### src/shared/timer16_defs.vh
// Constants for the 16-bit timer/counter core
`ifndef TIMER16_DEFS_VH
`define TIMER16_DEFS_VH

// ****************************************
// Register byte offsets on the APB bus
// ****************************************
`define T16_OFS_CTRL_A     12'h000
`define T16_OFS_CTRL_B     12'h004
`define T16_OFS_CNT_LO     12'h008
`define T16_OFS_CNT_HI     12'h00C
`define T16_OFS_CMPA_LO    12'h010
`define T16_OFS_CMPA_HI    12'h014
`define T16_OFS_CMPB_LO    12'h018
`define T16_OFS_CMPB_HI    12'h01C
`define T16_OFS_CAP_LO     12'h020
`define T16_OFS_CAP_HI     12'h024
`define T16_OFS_FLAGS      12'h028
`define T16_OFS_MASK       12'h02C

// ****************************************
// Field positions
// ****************************************
`define T16_A_MODE_LSB     0
`define T16_B_CS_LSB       0
`define T16_B_MODE_LSB     3
`define T16_B_EDGE_BIT     6
`define T16_B_FILT_BIT     7
`define T16_FLG_OVF        0
`define T16_FLG_MA         1
`define T16_FLG_MB         2
`define T16_FLG_CAP        3

// ****************************************
// Reset values and top limits
// ****************************************
`define T16_RST_BYTE       8'h00
`define T16_RST_WORD       16'h0000
`define T16_MAX_VALUE      16'hFFFF
`define T16_TOP_8BIT       16'h00FF
`define T16_TOP_9BIT       16'h01FF
`define T16_TOP_10BIT      16'h03FF

// ****************************************
// Clock select codes, prescaler width and filter depth
// ****************************************
`define T16_CS_STOP        3'h0
`define T16_CS_DIV1        3'h1
`define T16_CS_DIV8        3'h2
`define T16_CS_DIV64       3'h3
`define T16_CS_DIV256      3'h4
`define T16_CS_DIV1024     3'h5
`define T16_CS_EXT_FALL    3'h6
`define T16_CS_EXT_RISE    3'h7
`define T16_PRE_WIDTH      10
`define T16_FILT_DEPTH     4

`endif

### src/hw/timer16_counter_core.v
// 16-bit timer/counter core with APB register access
//
// Operation
// - Sixteen-bit counter clears, increments or decrements.
// - Each timer tick counts according to mode.
// - Clock select zero stops the counter.
// - CPU accesses counter with clock stopped.
// - CPU counter write beats counting.
// - Low read latches high byte; high reads latch.
// - High write fills latch; low write loads all.
// - Counter, compares, capture use latch access.
// - Control registers are plain eight-bit registers.
// - Tick from prescaler or external pin edge.
// - Three-bit clock select in control B.
// - Compares run continuously to match outputs.
// - Compare match sets its match flag.
// - Four flags, each gated by mask bit.
// - Capture edge copies counter to capture register.
// - Top from compare A, capture or fixed.
// - Compare A top double-buffered in PWM.
// - Bottom signalled when counter reaches zero.
// - Four-bit mode split across A and B.
// - Overflow flag set where mode defines.
// - Low two mode bits in A, high two in B.
// - Optional noise filter on capture trigger.
// - Filter passes after four equal samples.
// - Flags clear on acknowledge or written one.
//
// The APB register port and the placing of the registers are this design's own decisions.
`include "timer16_defs.vh"

module timer16_counter_core
(
  input  wire        pclk,               // Bus and timer clock
  input  wire        presetn,            // Async reset, active low
  input  wire        psel,               // APB select
  input  wire        penable,            // APB access phase
  input  wire        pwrite,             // APB write direction
  input  wire [11:0] paddr,              // APB byte address
  input  wire [31:0] pwdata,             // APB write data
  output wire        pready,             // APB ready, always high
  output wire        pslverr,            // APB error on unmapped
  output reg  [31:0] prdata,             // APB read data
  input  wire        external_count_pin, // External count input
  input  wire        capture_input_pin,  // Capture trigger pin
  input  wire        comparator_output,  // Comparator trigger
  input  wire        comparator_select,  // Pick comparator trigger
  input  wire [3:0]  irq_ack,            // Handler taken, per flag
  output wire [3:0]  irq_req,            // Masked flag requests
  output wire        match_a,            // Compare A equal
  output wire        match_b,            // Compare B equal
  output wire        at_top,             // Counter equals top
  output wire        at_bottom,          // Counter is zero
  output wire        count_down,         // Counting down now
  output wire        top_from_cmp_a,     // Compare A used as top in PWM modes 9, B, F
  output wire        timer_tick,         // Timer clock enable
  output wire [15:0] count_value         // Live counter value
);

  // ****************************************
  // Registers
  // ****************************************
  reg  [7:0]  ctrl_a_r;
  reg  [7:0]  ctrl_b_r;
  reg  [15:0] count_r;
  reg  [15:0] count_nxt;
  reg         down_r;
  reg         down_nxt;
  reg  [7:0]  temp_r;
  reg  [15:0] cmp_a_r;
  reg  [15:0] cmp_a_buf_r;
  reg  [15:0] cmp_b_r;
  reg  [15:0] cmp_b_buf_r;
  reg  [15:0] capture_r;
  reg  [3:0]  flags_r;
  reg  [3:0]  mask_r;
  reg  [`T16_PRE_WIDTH-1:0] pre_r;
  reg         ext_prev_r;
  reg  [`T16_FILT_DEPTH-1:0] filt_pipe_r;
  reg         filt_lvl_r;
  reg         trig_prev_r;
  reg         block_r;
  reg         tick;
  reg  [15:0] top;
  reg  [7:0]  rd_byte;
  reg         mapped;

  // Bus decode
  wire        setup   = psel & ~penable;
  wire        access  = psel & penable;
  wire        wr      = access & pwrite;
  wire        rd_set  = setup & ~pwrite;
  wire [7:0]  wbyte   = pwdata[7:0];
  wire        wr_a    = wr & (paddr == `T16_OFS_CTRL_A);
  wire        wr_b    = wr & (paddr == `T16_OFS_CTRL_B);
  wire        wr_cl   = wr & (paddr == `T16_OFS_CNT_LO);
  wire        wr_ma   = wr & (paddr == `T16_OFS_CMPA_LO);
  wire        wr_mb   = wr & (paddr == `T16_OFS_CMPB_LO);
  wire        wr_pl   = wr & (paddr == `T16_OFS_CAP_LO);
  wire        wr_hi   = wr & ((paddr == `T16_OFS_CNT_HI) |
                              (paddr == `T16_OFS_CMPA_HI) |
                              (paddr == `T16_OFS_CMPB_HI) |
                              (paddr == `T16_OFS_CAP_HI));
  wire        wr_flg  = wr & (paddr == `T16_OFS_FLAGS);
  wire        wr_msk  = wr & (paddr == `T16_OFS_MASK);
  wire [15:0] wword   = {temp_r, wbyte};

  // Mode field: low bits in A, high bits in B
  wire [3:0]  mode    = {ctrl_b_r[`T16_B_MODE_LSB+1],
                         ctrl_b_r[`T16_B_MODE_LSB],
                         ctrl_a_r[`T16_A_MODE_LSB+1],
                         ctrl_a_r[`T16_A_MODE_LSB]};
  wire [2:0]  clock_source_select = ctrl_b_r[`T16_B_CS_LSB+2:
                                             `T16_B_CS_LSB];
  wire        edge_rise  = ctrl_b_r[`T16_B_EDGE_BIT];
  wire        filt_en    = ctrl_b_r[`T16_B_FILT_BIT];

  // ****************************************
  // Mode classification and top value
  // ****************************************

  // Dual-slope modes: phase correct and phase-frequency correct
  wire dual   = (mode == 4'h1) | (mode == 4'h2) | (mode == 4'h3) |
                (mode == 4'h8) | (mode == 4'h9) | (mode == 4'hA) |
                (mode == 4'hB);
  // PWM modes buffer the compare registers
  wire pwm    = dual | (mode == 4'h5) | (mode == 4'h6) |
                (mode == 4'h7) | (mode == 4'hE) | (mode == 4'hF);
  // Capture register holds top; capture input then unused
  wire cap_top = (mode == 4'h8) | (mode == 4'hA) | (mode == 4'hC) |
                 (mode == 4'hE);
  // Buffered compares load at bottom in these modes, else at top
  wire upd_bot = (mode == 4'h8) | (mode == 4'h9);
  // Fast modes overflow at top, dual at bottom, others at max
  wire fast   = pwm & ~dual;

  assign top_from_cmp_a = pwm & ((mode == 4'h9) | (mode == 4'hB) |
                                 (mode == 4'hF));

  // Top selection per mode
  always @*
  begin
    case (mode)
      4'h1, 4'h5: top = `T16_TOP_8BIT;
      4'h2, 4'h6: top = `T16_TOP_9BIT;
      4'h3, 4'h7: top = `T16_TOP_10BIT;
      4'h4, 4'h9, 4'hB, 4'hF: top = cmp_a_r;
      4'h8, 4'hA, 4'hC, 4'hE: top = capture_r;
      default:    top = `T16_MAX_VALUE;
    endcase
  end

  // ****************************************
  // Clock select and prescaler
  // ****************************************

  // Free-running prescaler, held clear while stopped
  always @(posedge pclk or negedge presetn)
  begin
    if (!presetn)
      pre_r <= {`T16_PRE_WIDTH{1'b0}};
    else if (clock_source_select == `T16_CS_STOP)
      pre_r <= {`T16_PRE_WIDTH{1'b0}};
    else
      pre_r <= pre_r + 1'b1;
  end

  // Previous external pin level for edge detection
  always @(posedge pclk or negedge presetn)
  begin
    if (!presetn)
      ext_prev_r <= 1'b0;
    else
      ext_prev_r <= external_count_pin;
  end

  // Tick enable per clock select code
  always @*
  begin
    case (clock_source_select)
      `T16_CS_DIV1:     tick = 1'b1;
      `T16_CS_DIV8:     tick = &pre_r[2:0];
      `T16_CS_DIV64:    tick = &pre_r[5:0];
      `T16_CS_DIV256:   tick = &pre_r[7:0];
      `T16_CS_DIV1024:  tick = &pre_r[9:0];
      `T16_CS_EXT_FALL: tick = ext_prev_r & ~external_count_pin;
      `T16_CS_EXT_RISE: tick = ~ext_prev_r & external_count_pin;
      default:          tick = 1'b0;
    endcase
  end

  assign timer_tick = tick;

  // ****************************************
  // Counter unit
  // ****************************************

  // Next count: CPU write first, then tick-driven count
  always @*
  begin
    count_nxt = count_r;
    down_nxt  = down_r;
    if (wr_cl)
    begin
      count_nxt = wword;
    end
    else if (tick)
    begin
      if (dual)
      begin
        if (!down_r && count_r >= top)
        begin
          down_nxt  = 1'b1;
          count_nxt = count_r - 1'b1;
        end
        else if (down_r && count_r == `T16_RST_WORD)
        begin
          down_nxt  = 1'b0;
          count_nxt = count_r + 1'b1;
        end
        else if (down_r)
          count_nxt = count_r - 1'b1;
        else
          count_nxt = count_r + 1'b1;
      end
      else
      begin
        down_nxt = 1'b0;
        if (count_r == top)
          count_nxt = `T16_RST_WORD;
        else
          count_nxt = count_r + 1'b1;
      end
    end
  end

  // Counter and direction state
  always @(posedge pclk or negedge presetn)
  begin
    if (!presetn)
    begin
      count_r <= `T16_RST_WORD;
      down_r  <= 1'b0;
    end
    else
    begin
      count_r <= count_nxt;
      down_r  <= down_nxt;
    end
  end

  // Counter write blocks compare match on the next tick
  always @(posedge pclk or negedge presetn)
  begin
    if (!presetn)
      block_r <= 1'b0;
    else if (wr_cl)
      block_r <= 1'b1;
    else if (tick)
      block_r <= 1'b0;
  end

  assign count_value = count_r;
  assign count_down  = down_r;
  assign at_bottom   = (count_r == `T16_RST_WORD);
  assign at_top      = (count_r == top);

  // ****************************************
  // Compare units
  // ****************************************

  assign match_a = (count_r == cmp_a_r);
  assign match_b = (count_r == cmp_b_r);

  // Buffered compares load at top or bottom in PWM modes
  wire cmp_load = tick & (upd_bot ? at_bottom : at_top);

  // Buffer and active compare values
  always @(posedge pclk or negedge presetn)
  begin
    if (!presetn)
    begin
      cmp_a_buf_r <= `T16_RST_WORD;
      cmp_b_buf_r <= `T16_RST_WORD;
      cmp_a_r     <= `T16_RST_WORD;
      cmp_b_r     <= `T16_RST_WORD;
    end
    else
    begin
      if (wr_ma)
        cmp_a_buf_r <= wword;
      if (wr_mb)
        cmp_b_buf_r <= wword;
      if (!pwm)
      begin
        cmp_a_r <= wr_ma ? wword : cmp_a_buf_r;
        cmp_b_r <= wr_mb ? wword : cmp_b_buf_r;
      end
      else if (cmp_load)
      begin
        cmp_a_r <= cmp_a_buf_r;
        cmp_b_r <= cmp_b_buf_r;
      end
    end
  end

  // ****************************************
  // Capture unit
  // ****************************************

  wire trig_raw = comparator_select ? comparator_output :
                  capture_input_pin;

  // Four-deep sample pipeline; level moves when all agree
  always @(posedge pclk or negedge presetn)
  begin
    if (!presetn)
    begin
      filt_pipe_r <= {`T16_FILT_DEPTH{1'b0}};
      filt_lvl_r  <= 1'b0;
    end
    else
    begin
      filt_pipe_r <= {filt_pipe_r[`T16_FILT_DEPTH-2:0], trig_raw};
      if (&filt_pipe_r)
        filt_lvl_r <= 1'b1;
      else if (~|filt_pipe_r)
        filt_lvl_r <= 1'b0;
    end
  end

  wire trig_lvl = filt_en ? filt_lvl_r : trig_raw;

  // Edge detector history
  always @(posedge pclk or negedge presetn)
  begin
    if (!presetn)
      trig_prev_r <= 1'b0;
    else
      trig_prev_r <= trig_lvl;
  end

  wire cap_evt = ~cap_top & (trig_prev_r != trig_lvl) &
                 (trig_lvl == edge_rise);

  // Capture register: counter snapshot, or top write
  always @(posedge pclk or negedge presetn)
  begin
    if (!presetn)
      capture_r <= `T16_RST_WORD;
    else if (cap_evt)
      capture_r <= count_r;
    else if (wr_pl && cap_top)
      capture_r <= wword;
  end

  // ****************************************
  // Flags and masks
  // ****************************************

  wire ovf_set = tick & (dual ? (down_r & count_r == 16'h0001) :
                 fast ? at_top :
                 (count_r == `T16_MAX_VALUE));
  wire ma_set  = tick & match_a & ~block_r;
  wire mb_set  = tick & match_b & ~block_r;
  wire [3:0] flg_set = {cap_evt, mb_set, ma_set, ovf_set};
  wire [3:0] flg_clr = irq_ack | (wr_flg ? wbyte[3:0] : 4'h0);

  // Sticky flags; a set in the clearing cycle wins
  always @(posedge pclk or negedge presetn)
  begin
    if (!presetn)
      flags_r <= 4'h0;
    else
      flags_r <= flg_set | (flags_r & ~flg_clr);
  end

  assign irq_req = flags_r & mask_r;

  // ****************************************
  // Control, mask and high-byte latch
  // ****************************************

  // Plain control and mask registers
  always @(posedge pclk or negedge presetn)
  begin
    if (!presetn)
    begin
      ctrl_a_r <= `T16_RST_BYTE;
      ctrl_b_r <= `T16_RST_BYTE;
      mask_r   <= 4'h0;
    end
    else
    begin
      if (wr_a)
        ctrl_a_r <= wbyte;
      if (wr_b)
        ctrl_b_r <= wbyte;
      if (wr_msk)
        mask_r <= wbyte[3:0];
    end
  end

  // Low-byte reads and high-byte writes feed the latch
  always @(posedge pclk or negedge presetn)
  begin
    if (!presetn)
      temp_r <= `T16_RST_BYTE;
    else if (wr_hi)
      temp_r <= wbyte;
    else if (rd_set)
    begin
      case (paddr)
        `T16_OFS_CNT_LO:  temp_r <= count_r[15:8];
        `T16_OFS_CMPA_LO: temp_r <= cmp_a_buf_r[15:8];
        `T16_OFS_CMPB_LO: temp_r <= cmp_b_buf_r[15:8];
        `T16_OFS_CAP_LO:  temp_r <= capture_r[15:8];
        default:          temp_r <= temp_r;
      endcase
    end
  end

  // ****************************************
  // APB read path
  // ****************************************

  // Read mux; high locations return the latch
  always @*
  begin
    mapped  = 1'b1;
    rd_byte = 8'h00;
    case (paddr)
      `T16_OFS_CTRL_A:  rd_byte = ctrl_a_r;
      `T16_OFS_CTRL_B:  rd_byte = ctrl_b_r;
      `T16_OFS_CNT_LO:  rd_byte = count_r[7:0];
      `T16_OFS_CMPA_LO: rd_byte = cmp_a_buf_r[7:0];
      `T16_OFS_CMPB_LO: rd_byte = cmp_b_buf_r[7:0];
      `T16_OFS_CAP_LO:  rd_byte = capture_r[7:0];
      `T16_OFS_CNT_HI,
      `T16_OFS_CMPA_HI,
      `T16_OFS_CMPB_HI,
      `T16_OFS_CAP_HI:  rd_byte = temp_r;
      `T16_OFS_FLAGS:   rd_byte = {4'h0, flags_r};
      `T16_OFS_MASK:    rd_byte = {4'h0, mask_r};
      default:          mapped  = 1'b0;
    endcase
  end

  // Read data captured in the setup cycle
  always @(posedge pclk or negedge presetn)
  begin
    if (!presetn)
      prdata <= 32'h00000000;
    else if (rd_set)
      prdata <= {24'h000000, rd_byte};
  end

  assign pready  = 1'b1;
  assign pslverr = access & ~mapped;

endmodule

### config.mk
export PLATFORM = sky130hd
export DESIGN_NAME = timer16_counter_core
export DESIGN_NICKNAME = d
export VERILOG_FILES = /design/src/hw/timer16_counter_core.v
export VERILOG_INCLUDE_DIRS = /design/src /design/src/shared
export SDC_FILE = /design/constraint.sdc
export NUM_CORES = 1
export LEC_CHECK = 0
export BUFFER_PORTS_ARGS = -buffer_cell sky130_fd_sc_hd__buf_2
export CAP_MARGIN = 10
export CORE_MARGIN = 5
export CORE_UTILIZATION = 30
export DETAILED_ROUTE_END_ITERATION = 6
export HOLD_SLACK_MARGIN = 0.1
export PLACE_DENSITY = 0.48
export SLEW_MARGIN = 20
export SYNTH_ARGS = -nofsm -noshare
export SYNTH_HDL_FRONTEND = slang
export SYNTH_SLANG_ARGS = --single-unit
### constraint.sdc
create_clock -name pclk -period 3.8 [get_ports pclk]
set_clock_uncertainty 0.15 [all_clocks]
set_input_delay 0.76 -clock pclk [delete_from_list [all_inputs] [get_ports pclk]]
set_output_delay 0.76 -clock pclk [all_outputs]
set_load 0.02 [all_outputs]
==> results.md <==
* Status: finished clean
* Worst path bufs/invs at 3
* Most frequent cells in the layout: 153 x dfrtp_1, 140 x nand2_1, 73 x nor2_1
* Leak at 5.14 nW
* Die H at 189 µm
* Syn_area_per_cell at 9.10 µm²
* Async set-reset flop share out of synthesis at 1.00
* Antenna violations before repair at 1
* Compound-gate portion of the synthesized area at 0.173
* Global-route wire length before repair at 50.6 mm
* Sequential area share after synthesis at 0.405
* Final Hold Viols at 0
* Clk pin slew, worst setup/hold paths at 0.07 ns
* Largest net degree at the start of global routing at 67
* Port Buffer Count at 68
* GP Congestion at 0.852
* Placed insts at 1,505
* Post-synth top area share at 0.405
* Number of global-route vias before repair at 8,055
* Fillers at 3,275
* Number of synthesized flops with an enable pin at 0
* DRT antenna net count at 0
* DR vias/cell at 5.44
* Worst min path class: in2async
* Final slew viol count at 0
* Final period util at 0.962
* CP max FO at 11
* Post-route cell area at 11,200 µm²
* Worst vdd ir at 0.000230 V
* Max H-tree Level at 4
* IO Pins at 118
* Area share of fa/ha/maj cells after synthesis at 0.0287
* Detailed-router iteration count before antenna repair at 6
* Arr. time, crit path at 2.75 ns
* Reg2Reg Setup Slack at 0.20 ns
* Layout cells sized above 1 at 0.214
* Worst-Margin Slew at 0.881 ns
* Library cells used by synthesis at 72
* Dpl hpwl at 24.0 mm
* Pwr per Cell Area at 348 nW/µm²
* Routed WL at 32.9 mm
* DRC Markers at 0
* Clock Latency Late Sink at 0.43 ns
* Worst rel slew slack at 0.413
* Die Span X at 189 µm
* Placed cell areas at 10,500 µm²
* Synth area leaders: dfrtp_1 41%, nand2_1 5.5%, mux2_2 4.7%
* CTS tree: built
* Slowest CP cell: dfrtp_2
* All-Layer GR Usage at 0.184
* Drt first-iter violations at 666
* Xor and xnor area share after synthesis at 0.0485
* Area Growth Syn to Fin at 17.3%
* Die area at 35,600 µm²
* Cell family with most CP delay: simple AND/OR/NAND/NOR gates
* Non-Filler Instances at 1,546
* Hold Worst Slack at 0.166 ns
* Combinational family with the most area after synthesis: simple AND/OR/NAND/NOR gates
* Nets at 1,211
* Root buf cell: clkbuf_16
* Max Fclk at 273 MHz
* Post-cts hold buffer count at 0
* Initial Utilization at 0.303
* Commonest non-fill, non-tap cell in the layout: dfrtp_1
* Gr ovfl total at 0
* Clk sinks at 155
* RSZ-0062 raised after global routing: yes
* CP cell instances: inv_2, nand2_2, o22a_1, o22a_1, ha_1, nand4_1, nor4_2, buf_4, buf_4
* Required @ worst endpoint at 2.89 ns
* CP startpoint kind: register
* CTS buffer count at 17
* Max incr delay on CP at 0.50 ns
* MaxCap Viol Count at 0
* Routed vias at 8,408
* Syn. warnings at 0
* Row count at 65
* CP endpoint kind: output port
* CP Class: reg2out
* Finished Core Util at 0.356
* Minimum clock period at 3.66 ns
* Mux contribution to synthesized area at 0.0801
* CTS max path bufs at 2
* Synthesized instance count at 1,052
* Dominant synthesized flop cell: dfrtp_1
* Post-Synth Simple-Gate Area at 0.204
* Final setup vio count at 0
* Routed wire per std cell at 21.3 µm
* Mapped Area at 9580 µm²
* Number of register bits inferred by synthesis at 155
* Core ar. at 31,600 µm²
* Top cell type by total area after synthesis: dfrtp_1
* # diodes at 0
-- worst paths after layout --
path / from / cells after the start / endpoint
setup reg to reg: ctrl_a_r[1] / 15 / count_value[12]
hold reg to reg: filt_pipe_r[1] / 0 / filt_pipe_r[2]
hold / removal: presetn / 1 / cmp_b_r[12]
min in group pclk: filt_pipe_r[1] / 0 / filt_pipe_r[2]
max in group asynchronous: presetn / 2 / capture_r[15]
setup / recovery: ctrl_b_r[4] / 9 / at_top
-- kinds of logic (layout without fill, tap and decap cells) --
| logic type | Yosys count | in the layout |
|---|---|---|
| and+or+nand+nor | 379 | 379 |
| adders and majority gates | 22 | 22 |
| muxes | 71 | 71 |
| buffers and inverters | 112 | 181 |
| AOI/OAI and AO/OA | 258 | 258 |
| other | 2 | 25 |
| DFF | 155 | 155 |
| xor gates and xnor gates | 53 | 53 |
-- what timing repair did --
action	CTS	global route
gates resized for setup	1	9
setup buffers	2	8
hold endpoints to repair	0	0
gates cloned	0	0
endpoints found under the setup margin	1	7
pin swaps	1	5
-- final cells by class --
type                            instances  area [µm²]  area share
Multi-Input combinational cell        808        5290       0.471
Clock inverter                         12         186      0.0166
Inverter                               16        60.1     0.00535
Clock buffer                           19         443      0.0394
Tap cell                              402         503      0.0448
Sequential cell                       155        3880       0.346
Timing Repair Buffer                  134         870      0.0774
-- routing by layer --
metal  vias to the layer above  global-route usage  share of wire
li1                       3922                   -              -
met1                      4178               0.261           0.47
met2                       264               0.292           0.47
met3                        42              0.0287          0.048
met4                         2              0.0504          0.015
met5                         -                   0        0.00039
-- worst reg2reg max path, cell delays in order (launching register included) --
cell	delay (ns)
dfrtp_2	0.46
buf_4	0.17
buf_4	0.16
nor3_1	0.18
a211oi_1	0.07
a21oi_1	0.12
a21oi_1	0.06
ha_1	0.30
nand4_1	0.18
nor3_2	0.21
o21ai_1	0.17
nand4b_4	0.21
nand3_4	0.14
or3_1	0.40
a31o_1	0.24
a221o_1	0.28
-- power by group --
| part | internal, mW | switching [mW] |
|---|---|---|
| Sequential | 1.68 | 0.0305 |
| Combinational | 0.112 | 0.205 |
| Clock | 1.12 | 0.761 |
-- sequential cells by signal, summed over array words and instances, names as in the netlist --
signal       count
block_r          1
capture_r       16
cmp_a_buf_r     16
cmp_a_r         16
cmp_b_buf_r     16
cmp_b_r         16
count_down       1
count_value     16
ctrl_a_r         8
ctrl_b_r         8
ext_prev_r       1
filt_lvl_r       1
filt_pipe_r      4
flags_r          4
mask_r           4
prdata           8
pre_r           10
temp_r           8
trig_prev_r      1
-- through the flow --
stage / power [mW] / setup TNS, ns / setup slack, ns
detailed placement: 2.05 / 0 / 0.0570
global placement: 2.05 / 0 / 0.103
global route: 4.05 / -0.0952 / -0.0291
finish: 3.91 / 0 / 0.143
CTS: 3.94 / 0 / 0.00421
floorplan: 1.93 / 0 / 0.0988
-- Yosys cell counts (11+ instances only) --
cell type,n
clkbuf_1,50
nor2b_1,19
a211oi_1,19
mux2i_1,26
a22oi_1,14
a31oi_1,32
o22ai_1,27
xnor2_1,43
and2_1,13
ha_1,22
o21ai_1,26
o21ai_0,39
buf_4,30
nor2_1,74
nand4_1,14
dfrtp_1,155
nand3_1,20
nand2_1,141
nor3_1,11
nand2b_1,14
inv_1,15
and3_1,14
a21oi_1,52
mux2_2,40
a222oi_1,19
buf_2,12
No activity file was read; power rests on OpenSTA's default activity.
